[config.mk]
export PLATFORM = sky130hd
export DESIGN_NAME = dcr_top
export DESIGN_NICKNAME = d
export VERILOG_FILES = /design/src/core/dcr_pkg.sv /design/src/core/dcr_frame_if.sv /design/src/core/dcr_spi_rx.sv /design/src/core/dcr_chan_bank.sv /design/src/core/dcr_top.sv
export SDC_FILE = /design/constraint.sdc
export NUM_CORES = 1
export LEC_CHECK = 0
export ABC_AREA = 0
export BUFFER_PORTS_ARGS = -buffer_cell sky130_fd_sc_hd__buf_2
export CORE_UTILIZATION = 50
export CTS_CLUSTER_SIZE = 40
export DETAILED_ROUTE_END_ITERATION = 12
export PLACE_DENSITY_LB_ADDON = 0.08
export SYNTH_ARGS = -nofsm -noshare
export SYNTH_HDL_FRONTEND = slang
export SYNTH_SLANG_ARGS = --single-unit
[constraint.sdc]
create_clock -name mclk -period 5.69 [get_ports mclk]
set_input_delay 0.2845 -clock mclk [delete_from_list [all_inputs] [get_ports mclk]]
set_output_delay 0.2845 -clock mclk [all_outputs]
set_load 0.03 [all_outputs]
[src/core/dcr_pkg.sv]
package dcr_pkg;
    localparam int          FRAME_BITS = 24;
    localparam int          NCH        = 4;
    localparam int          DW         = 14;
    localparam int          RW_POS     = 23;
    localparam int          ADDR_LO    = 16;
    localparam int          DATA_LO    = 2;
    localparam logic [3:0]  ADDR_CMD   = 4'h0;
    localparam logic [1:0]  ADDR_DGRP  = 2'h1;
    localparam logic [15:0] CMD_RST    = 16'h033c;
    localparam int          B_AB       = 15;
    localparam int          B_LD       = 14;
    localparam int          B_RST      = 13;
    localparam int          B_PDA      = 12;
    localparam int          B_PDB      = 11;
    localparam int          B_RSV      = 10;
    localparam int          B_GP1      = 9;
    localparam int          B_GP0      = 8;
    localparam int          B_GAIN     = 2;
    localparam logic [5:0]  CNT_FRAME  = 6'h18;
endpackage : dcr_pkg

[src/core/dcr_frame_if.sv]
`timescale 1ns/1ps
`default_nettype none
interface dcr_frame_if;
    logic                            valid;
    logic [dcr_pkg::FRAME_BITS-1:0] word;
    logic [15:0]                     rd_data;
    modport rx   (output valid, output word, input rd_data);
    modport core (input valid, input word, output rd_data);
endinterface : dcr_frame_if
`default_nettype wire

[src/core/dcr_spi_rx.sv]
`timescale 1ns/1ps
`default_nettype none
module dcr_spi_rx
(
    input  wire logic mclk,
    input  wire logic rst,
    input  wire logic srst,
    input  wire logic sclk,
    input  wire logic cs_n,
    input  wire logic sdi,
    output logic      sdo,
    dcr_frame_if.rx   frm
);
    import dcr_pkg::*;

    typedef enum logic {SP_IDLE, SP_SHIFT} dcr_sp_t;

    // pins sampled on mclk; sclk must stay well below mclk/8
    logic [2:0]            sy1_r, sy2_r, prv_r;
    dcr_sp_t               st_r, st_nxt;
    logic [5:0]            cnt_r, cnt_nxt;
    logic [FRAME_BITS-1:0] rx_r, rx_nxt, tx_r, tx_nxt, wd_r, wd_nxt;
    logic                  vld_r, vld_nxt;
    logic                  s_rise, s_fall, c_fall, c_rise;

    always_comb begin
        s_rise  = sy2_r[0] & ~prv_r[0];
        s_fall  = ~sy2_r[0] & prv_r[0];
        c_fall  = ~sy2_r[1] & prv_r[1];
        c_rise  = sy2_r[1] & ~prv_r[1];
        st_nxt  = st_r;
        cnt_nxt = cnt_r;
        rx_nxt  = rx_r;
        tx_nxt  = tx_r;
        wd_nxt  = wd_r;
        vld_nxt = 1'b0;
        case (st_r)
            SP_IDLE: begin
                if (c_fall) begin
                    st_nxt  = SP_SHIFT;
                    cnt_nxt = 6'h00;
                    tx_nxt  = {8'h00, frm.rd_data};
                end
            end
            SP_SHIFT: begin
                if (s_rise) begin
                    rx_nxt = {rx_r[FRAME_BITS-2:0], sy2_r[2]};
                    if (cnt_r != 6'h3f)
                        cnt_nxt = cnt_r + 6'h01;
                end
                if (s_fall)
                    tx_nxt = {tx_r[FRAME_BITS-2:0], 1'b0};
                if (c_rise) begin
                    // only whole frames are acted on
                    st_nxt  = SP_IDLE;
                    vld_nxt = (cnt_r == CNT_FRAME);
                    wd_nxt  = rx_r;
                end
            end
            default: st_nxt = SP_IDLE;
        endcase
        if (srst) begin
            st_nxt  = SP_IDLE;
            rx_nxt  = '0;
            tx_nxt  = '0;
            vld_nxt = 1'b0;
        end
    end

    always_ff @(posedge mclk or posedge rst) begin
        if (rst) begin
            // idle levels, so no false sclk edge follows reset
            sy1_r <= 3'h2;
            sy2_r <= 3'h2;
            prv_r <= 3'h2;
            st_r  <= SP_IDLE;
            cnt_r <= 6'h00;
            rx_r  <= '0;
            tx_r  <= '0;
            wd_r  <= '0;
            vld_r <= 1'b0;
        end else begin
            sy1_r <= {sdi, cs_n, sclk};
            sy2_r <= sy1_r;
            prv_r <= sy2_r;
            st_r  <= st_nxt;
            cnt_r <= cnt_nxt;
            rx_r  <= rx_nxt;
            tx_r  <= tx_nxt;
            wd_r  <= wd_nxt;
            vld_r <= vld_nxt;
        end
    end

    assign frm.valid = vld_r;
    assign frm.word  = wd_r;
    assign sdo       = tx_r[FRAME_BITS-1];
endmodule : dcr_spi_rx
`default_nettype wire

[src/core/dcr_chan_bank.sv]
`timescale 1ns/1ps
`default_nettype none
module dcr_chan_bank #(
    parameter int NCH = 4,
    parameter int DW  = 14
) (
    input  wire logic                           mclk,
    input  wire logic                           rst,
    input  wire logic                           srst,
    input  wire logic                           wr_en,
    input  wire logic [$clog2(NCH)-1:0]         wr_ch,
    input  wire logic [DW-1:0]                  wr_data,
    input  wire logic                           load,
    output logic      [NCH-1:0][DW-1:0]         in_data,
    output logic      [NCH-1:0][DW-1:0]         latch
);
    logic [NCH-1:0][DW-1:0] in_r, in_nxt, lat_r, lat_nxt;
    logic [NCH-1:0]         dty_r, dty_nxt;

    always_comb begin
        in_nxt  = in_r;
        lat_nxt = lat_r;
        dty_nxt = dty_r;
        if (load) begin
            // untouched channels keep their latch, avoiding a glitch
            for (int i = 0; i < NCH; i++) begin
                if (dty_r[i]) begin
                    lat_nxt[i] = in_r[i];
                    dty_nxt[i] = 1'b0;
                end
            end
        end
        // a write in the load cycle stays pending for the next load
        if (wr_en) begin
            in_nxt[wr_ch]  = wr_data;
            dty_nxt[wr_ch] = 1'b1;
        end
        if (srst) begin
            in_nxt  = '0;
            lat_nxt = '0;
            dty_nxt = '0;
        end
    end

    always_ff @(posedge mclk or posedge rst) begin
        if (rst) begin
            in_r  <= '0;
            lat_r <= '0;
            dty_r <= '0;
        end else begin
            in_r  <= in_nxt;
            lat_r <= lat_nxt;
            dty_r <= dty_nxt;
        end
    end

    assign in_data = in_r;
    assign latch   = lat_r;
endmodule : dcr_chan_bank
`default_nettype wire

[src/core/dcr_top.sv]
`timescale 1ns/1ps
`default_nettype none
module dcr_top
(
    input  wire logic                          mclk,
    input  wire logic                          rst,
    input  wire logic                          sclk,
    input  wire logic                          cs_n,
    input  wire logic                          sdi,
    output logic                               sdo,
    input  wire logic                          load_pin_n,
    input  wire logic                          gpio0_in,
    output logic                               gpio0_out,
    output logic                               gpio0_oe_n,
    input  wire logic                          gpio1_in,
    output logic                               gpio1_out,
    output logic                               gpio1_oe_n,
    output logic                               group_a_powerdown,
    output logic                               group_b_powerdown,
    output logic [3:0]                         gain_sel,
    output logic [dcr_pkg::NCH-1:0][dcr_pkg::DW-1:0] channel_latch
);
    import dcr_pkg::*;

    ////////////////////////////////////////////////////////////////////
    // declarations

    dcr_frame_if frm ();

    logic [2:0]             sy1_r, sy2_r;
    logic                   ab_r, ab_nxt;
    logic                   ld_r, ld_nxt;
    logic                   pda_r, pda_nxt;
    logic                   pdb_r, pdb_nxt;
    logic                   gp1_r, gp1_nxt;
    logic                   gp0_r, gp0_nxt;
    logic [3:0]             gain_r, gain_nxt;
    logic                   srst_r, srst_nxt;
    logic [3:0]             rda_r, rda_nxt;
    logic [1:0]             drv_r, drv_nxt;
    logic                   ldp_s, gp0_s, gp1_s;
    logic                   wr, rd, wr_cmd, wr_dat, load;
    logic [3:0]             addr;
    logic [15:0]            d;
    logic [15:0]            rdw;
    logic [NCH-1:0][DW-1:0] in_data, latch;

    function automatic logic is_data(input logic [3:0] a);
        return a[3:2] == ADDR_DGRP;
    endfunction : is_data

    ////////////////////////////////////////////////////////////////////
    // pin synchronisers

    always_ff @(posedge mclk or posedge rst) begin
        if (rst) begin
            sy1_r <= 3'h7;
            sy2_r <= 3'h7;
        end else begin
            sy1_r <= {gpio1_in, gpio0_in, load_pin_n};
            sy2_r <= sy1_r;
        end
    end

    assign ldp_s = sy2_r[0];
    assign gp0_s = sy2_r[1];
    assign gp1_s = sy2_r[2];

    ////////////////////////////////////////////////////////////////////
    // serial frames and channel storage

    // power-down bits gate nothing here, so access never stops
    dcr_spi_rx u_rx (
        .mclk (mclk),
        .rst  (rst),
        .srst (srst_r),
        .sclk (sclk),
        .cs_n (cs_n),
        .sdi  (sdi),
        .sdo  (sdo),
        .frm  (frm.rx)
    );

    dcr_chan_bank #(
        .NCH (NCH),
        .DW  (DW)
    ) u_bank (
        .mclk    (mclk),
        .rst     (rst),
        .srst    (srst_r),
        .wr_en   (wr_dat),
        .wr_ch   (addr[1:0]),
        .wr_data (d[15:DATA_LO]),
        .load    (load),
        .in_data (in_data),
        .latch   (latch)
    );

    ////////////////////////////////////////////////////////////////////
    // command decode

    always_comb begin
        wr     = frm.valid & ~frm.word[RW_POS];
        rd     = frm.valid & frm.word[RW_POS];
        addr   = frm.word[ADDR_LO+3:ADDR_LO];
        d      = frm.word[15:0];
        wr_cmd = wr & (addr == ADDR_CMD);
        wr_dat = wr & is_data(addr) & ~srst_r;
        // a low pin loads every cycle, acting as a transparent latch
        load   = ld_r | ~ldp_s;
    end

    always_comb begin
        ab_nxt   = ab_r;
        ld_nxt   = 1'b0;
        pda_nxt  = pda_r;
        pdb_nxt  = pdb_r;
        gp1_nxt  = gp1_r;
        gp0_nxt  = gp0_r;
        gain_nxt = gain_r;
        srst_nxt = 1'b0;
        rda_nxt  = rda_r;
        drv_nxt  = 2'h0;
        if (wr_cmd) begin
            ab_nxt   = d[B_AB];
            ld_nxt   = d[B_LD] & ldp_s;
            pda_nxt  = d[B_PDA];
            pdb_nxt  = d[B_PDB];
            gp1_nxt  = d[B_GP1];
            gp0_nxt  = d[B_GP0];
            gain_nxt = d[B_GAIN+3:B_GAIN];
            srst_nxt = d[B_RST];
        end
        if (rd)
            rda_nxt = addr;
        if (srst_r) begin
            // soft reset takes the same values as the reset pin
            ab_nxt   = CMD_RST[B_AB];
            ld_nxt   = 1'b0;
            pda_nxt  = CMD_RST[B_PDA];
            pdb_nxt  = CMD_RST[B_PDB];
            gp1_nxt  = CMD_RST[B_GP1];
            gp0_nxt  = CMD_RST[B_GP0];
            gain_nxt = CMD_RST[B_GAIN+3:B_GAIN];
            srst_nxt = 1'b0;
            rda_nxt  = 4'h0;
        end
    end

    always_ff @(posedge mclk or posedge rst) begin
        if (rst) begin
            ab_r   <= CMD_RST[B_AB];
            ld_r   <= CMD_RST[B_LD];
            pda_r  <= CMD_RST[B_PDA];
            pdb_r  <= CMD_RST[B_PDB];
            gp1_r  <= CMD_RST[B_GP1];
            gp0_r  <= CMD_RST[B_GP0];
            gain_r <= CMD_RST[B_GAIN+3:B_GAIN];
            srst_r <= 1'b0;
            rda_r  <= 4'h0;
            drv_r  <= 2'h0;
        end else begin
            ab_r   <= ab_nxt;
            ld_r   <= ld_nxt;
            pda_r  <= pda_nxt;
            pdb_r  <= pdb_nxt;
            gp1_r  <= gp1_nxt;
            gp0_r  <= gp0_nxt;
            gain_r <= gain_nxt;
            srst_r <= srst_nxt;
            rda_r  <= rda_nxt;
            drv_r  <= drv_nxt;
        end
    end

    ////////////////////////////////////////////////////////////////////
    // readback, sent during the frame after the read command

    always_comb begin
        rdw = 16'h0000;
        if (rda_r == ADDR_CMD) begin
            rdw[B_AB]                = ab_r;
            rdw[B_LD]                = ld_r;
            rdw[B_PDA]               = pda_r;
            rdw[B_PDB]               = pdb_r;
            rdw[B_GP1]               = gp1_s;
            rdw[B_GP0]               = gp0_s;
            rdw[B_GAIN+3:B_GAIN]     = gain_r;
        end else if (is_data(rda_r)) begin
            rdw[15:DATA_LO] = ab_r ? latch[rda_r[1:0]]
                                   : in_data[rda_r[1:0]];
        end
        // reserved, reset and unmapped bits stay zero
    end

    assign frm.rd_data = rdw;

    ////////////////////////////////////////////////////////////////////
    // outputs

    assign gpio1_oe_n        = gp1_r;
    assign gpio0_oe_n        = gp0_r;
    assign gpio1_out         = drv_r[1];
    assign gpio0_out         = drv_r[0];
    assign group_a_powerdown = pda_r;
    assign group_b_powerdown = pdb_r;
    assign gain_sel          = gain_r;
    assign channel_latch     = latch;
endmodule : dcr_top
`default_nettype wire

Word-level counts from Yosys, hierarchy flattened
Cells that the tools add are included.

Bits in registers: 225. Latch bits: 0. RAM bits: 0. Memory bits (read-only): 0. Input bits: 8. Output and inout bits: 67. Logic and storage cells: 148. Memories: 0.

Add/sub/neg operators: 1. Multiply operators: 0. Divide/modulo/power cells: 0. Order comparisons: 3. Equality and inequality tests: 9. Shift operators: 0. Multiplexer cells: 65. Bitwise logic cells: 20. Reduce and logical (&&, ||, !) cells: 21.

Operator list (number): 56-bit two-way mux (4); 24-bit two-way mux (6); 14-bit two-way mux (9); 14-bit binary-select mux with 2-bit select (2); 56-bit bitwise mux (1); 24-bit one-hot mux with 2 select lines (1); 4-bit two-way mux (8); 14-bit demux with 2-bit select (1); 1-bit two-way mux (23); 2-bit nonzero test (10); 6-bit two-way mux (3); 2-bit AND reduction (7); 6-bit one-hot mux with 2 select lines (1); 1-bit AND (10); 4-bit zero test (2); 2-bit two-way mux (4); 1-bit inverter (8); 6-bit by 1-bit adder with 6-bit output (second input constant) (1); 6-bit by 5-bit == test with 1-bit output (second input constant) (1); 2-bit by 3-bit less-than comparator with 1-bit output (second input constant) (2); 6-bit inequality test (second input constant) (1); 2-bit by 1-bit == test with 1-bit output (second input constant) (2); 2-bit inequality test (second input constant) (2); 4-bit OR (1); other kinds (9) (9).

Logic depth before layout (Yosys ltp)
Depth after elaboration: 8. Mapped depth: 7. Depth with buffers taken out: 5.

Hierarchy
From an unflattened synthesis, not the netlist that was laid out.

Cell total of the unflattened synthesis: 967. Area, all modules: 10968.0 sq um.

Modules (own cells, without submodules): dcr_chan_bank (times used 1, cells each 471, area an instance 5332.6 sq um, seq. area each 2902.8 sq um); dcr_spi_rx (times used 1, cells each 316, area an instance 3732.3 sq um, seq. area each 2205.9 sq um); dcr_top (times used 1, cells each 180, area an instance 1903.1 sq um, seq. area each 540.5 sq um).

Worst setup path before layout
OpenSTA, ideal clock, no wires.

Path type: reg-to-reg. From: reg u_rx.prv_r[1]. To: reg u_rx.cnt_r[4]. Library setup time: 0.069 ns. Arrival time: 1.486 ns. Required time: 5.621 ns. Path slack: 4.135 ns. Stages on the path, launching flop included: 5. Path buffers: 0. Cells stage by stage: dfstp_2 nor3b_4 o22ai_2 or4_1 nand3_1.

Longest elaborated chain between the ends: 3.

Ends and longest elaborated chain: start: declaration (RTL line dcr_spi_rx.sv:19) `logic [2:0] sy1_r, sy2_r, prv_r;`; start signal: assignment (RTL line dcr_spi_rx.sv:85) `prv_r <= sy2_r;`; 1-bit AND (RTL line dcr_spi_rx.sv:29) `c_fall = ~sy2_r[1] & prv_r[1];`; 2-bit by 1-bit inequality test with 1-bit output (no source line); 3-bit AND reduction (no source line); end signal: assignment (RTL line dcr_spi_rx.sv:87) `cnt_r <= cnt_nxt;`; end: declaration (RTL line dcr_spi_rx.sv:21) `logic [5:0] cnt_r, cnt_nxt;`.

Every way passes these cells. A chain may end at the register's enable or synchronous reset.

Final worst setup path
From: reg u_rx.st_r. To: reg u_rx.cnt_r[4].

Longest elaborated chain between the ends: 3.

Ends and longest elaborated chain: start: declaration (RTL line dcr_spi_rx.sv:20) `dcr_sp_t st_r, st_nxt;`; start signal: assignment (RTL line dcr_spi_rx.sv:86) `st_r <= st_nxt;`; 1-bit inverter (RTL line dcr_spi_rx.sv:37) `case (st_r)`; 2-bit by 1-bit inequality test with 1-bit output (no source line); 3-bit AND reduction (no source line).

Parallel ways exist; a longest one is shown, timed or not.

==> results.toml <==
[power_and_ir_drop]
p_sw_mw = 0.8066
vdd_ir_drop_max_mv = 0.2086
p_leak_nw = 5.263
swShare_pct = 23.32
powerDensity_mw_per_mm2 = 317.7
pwr-share-comb_pct = 4.9
clock_power_share_pct = 45.4
seq_power_share_pct = 49.6
cellInternalPower_mw = 2.652

[yosys]
syn_area_mm2 = 0.009612
synth_top_area_share_pct = 52.85
ys_seq_elements = 218
post_synth.cell_area_avg_um2 = 10.46
synth-edff-count = 0
ys_warn_count = 0
synthMuxAreaShare_pct = 11.99
synth_xor_area_share_pct = 0
ys_top_cells_by_count = "225 x nand2_1, 203 x dfrtp_1, 114 x a21oi_1, 69 x mux2i_1, 43 x nor2_1"
ys_types = 54
netlist_instances = 919
synth-seq-area-share_pct = 56.95
yosysMostFrequentCell = "nand2_1"
synth_top_family_by_area = "simple AND/OR/NAND/NOR gates"
async_reset_ff_share_pct = 100.0
synth-simple-area-share_pct = 14.10
synth_area_leaders = "dfrtp_1 53%, nand2_1 8.8%, mux2i_1 7.2%, a21oi_1 5.9%, dfstp_2 4.1%"
synth_ff_type = "dfrtp_1"
synth-compound-area-share_pct = 12.84
synthAdderAreaFrac_pct = 0.2603
yosys.area.top_type = "dfrtp_1"

[placed_design]
gp_congestion = 0.8340
hpwl_um = 17050
port_buffers = 72
pre_cts_ws_ps = 3070
dp_cells = 1167

[status]
violations = "hold timing"
outcome = "complete, but fails checks"

[floorplan]
die_w_um = 140.7
pin_count = 75
die_h_um = 140.7
core_mm2 = 0.01877
start_util_pct = 51.21
die_area_mm2 = 0.01978
placementRows = 50

[detailed_routing]
vias_per_cell = 5.899
wl_met1_um = 11140
wl_per_cell_um = 20.93
wl_met2_um = 11700
dr_wl_met3_um = 1607
firstDrtPassIters = 7
final_antenna_net_count = 0
routed.top_layer = "met4"
vias = 7167
drt_iter0_markers = 568
wl_um = 25430
drc_errors = 0

[timing]
finalHoldViolations = 8
period_share_pct = 46.78
rsz0062_at_grt = "no"
setup_ws_ps = 3028
worst_pin_slew_ps = 1223
maxSlewHeadroom_pct = 18.22
final-max-slew-violation-count = 0
hold_ws_ps = -30.61
finalSetupViolCount = 0
max_freq_mhz = 375.7
fin_skew_ps = 9.050
fin_crit_ps = 2662
setup-tns-final_ps = 0

[clock_network]
cts.reportedPaths.clkPinSlew_ps = 60
ctsResizeCount = 0
clock_path_buffers = 3
cts.sink_count = 218
clkLatencyLatePin_ps = 510
htree_levels = 1
cts_buffers = 24
cts_root_buf = "clkbuf_16"
cts_tree = "built"

[final_layout]
syn2layout_area_growth_pct = 13.26
diodes = 0
nets = 975
final_cells = 1215
drive_gt1_share_pct = 17.53

[grt]
grt_pass1_wl_um = 40430
grt.overflow.total = 0
grt_max_degree = 141
grt_pass1_vias = 7024
grt_util_all_layers_pct = 26.65
antenna_found_initial = 0

[critical_path]
critPathArrivalTime_ps = 3110
end_kind = "register"
crit_type = "register to register"
worst-path-max-fanout = 27
critPathRequiredTime_ps = 6140
cp-start-kind = "register"

[worst_hold_path]
holdCritPathClass = "input pin to async pin"

[run]
cap_violations = 0
## path summary, 6_finish.rpt
check	to	cells past startpoint	slack (ps)	start
max	u_rx.cnt_r[4]	4	3030	u_rx.st_r
min reg2reg	sy2_r[0]	0	350	sy1_r[0]
max reg2reg	u_rx.cnt_r[4]	4	3030	u_rx.st_r
min	u_bank.latch[12]	3	-30	rst
max in group asynchronous	rda_r[0]	3	4850	rst
min in group mclk	sy2_r[0]	0	350	sy1_r[0]
## critical path: stages, from the launching register on
cell and delay (ps):
dfrtp_1 820, and3b_1 890, o22ai_2 260, or4_1 520
nand3_1 90
## routing by layer
| layer | global-route usage, % | up-vias |
|---|---|---|
| met4 | 10.98 | 0 |
| met2 | 41.58 | 253 |
| met5 | 0 | - |
| met1 | 37.25 | 3613 |
| li1 | - | 3250 |
| met3 | 4.484 | 51 |
## what timing repair did
item,4_1_cts,5_1_grt
hold buffers,6,0
setup buffers,0,0
endpoints found under the hold margin,6,0
## layout make-up
cell class	count	area (um^2)
Sequential cell	218	5479
Tap cell	234	292.8
Multi-Input combinational cell	625	3780
Fill cell	1602	7881
Clock buffer	38	764.5
Inverter	12	48.80
Timing Repair Buffer	84	478.0
Clock inverter	4	43.79
## cell families after synthesis
family	count (synthesis)
AO/OA/AOI/OAI	206
multiplexers	99
adder cells (fa/ha/maj)	2
buffers and inverters	77
other	1
AND/OR/NAND/NOR	316
flip-flops	218
## per-stage QoR
| stage | area [um^2] | power, mW | util, % |
|---|---|---|---|
| CTS | 10890 | 3.483 | 58.01 |
| finish | 10890 | 3.459 | 58.01 |
| global placement | 10020 | 1.905 | 53.38 |
| floorplan | 9619 | 1.836 | - |
| global route | 10890 | 3.583 | 58.01 |
| detailed placement | 10020 | 1.913 | 53.38 |
## power groups by stage
| stage | registers, mW | logic (mW) | clock network (mW) |
|---|---|---|---|
| final | 1.72 | 0.171 | 1.57 |
| after global routing | 1.73 | 0.195 | 1.66 |
| after CTS | 1.71 | 0.175 | 1.59 |
| after detailed placement | 1.74 | 0.171 | 0 |
| after global placement | 1.74 | 0.166 | 0 |
| after floorplan | 1.70 | 0.139 | 0 |
## placed cells by master (no fill, tap or decap), types with 5 or more instances in the layout
cell           Yosys  final
nand2_1          225    225
dfrtp_1          203    201
a21oi_1          114    114
buf_2             17     72
mux2i_1           69     69
nor2_1            43     43
clkbuf_16          0     25
a22o_1            22     22
mux2_2            19     19
dfstp_2           15     15
o21ai_0           14     14
o21ai_1           13     13
a22oi_1           13     13
nand3_1           11     11
mux4_2            11     11
inv_1             11     10
clkbuf_8           0      9
a21o_1             8      8
a31oi_1            8      8
a211o_1            6      6
dlygate4sd3_1      0      6
buf_4              7      5
## flip-flops by register name (all words and copies together) (netlist names), 2 cells and up
name / count
sy1_r: 3
u_bank.latch: 56
u_rx.frm.word: 19
u_bank.in_data: 56
u_rx.prv_r: 2
rda_r: 4
u_rx.tx_r: 22
sy2_r: 3
u_rx.rx_r: 24
u_rx.sy1_r: 3
u_rx.cnt_r: 6
u_bank.dty_r: 4
gain_sel: 4
u_rx.sy2_r: 3
(Power assumes the default switching activity.)
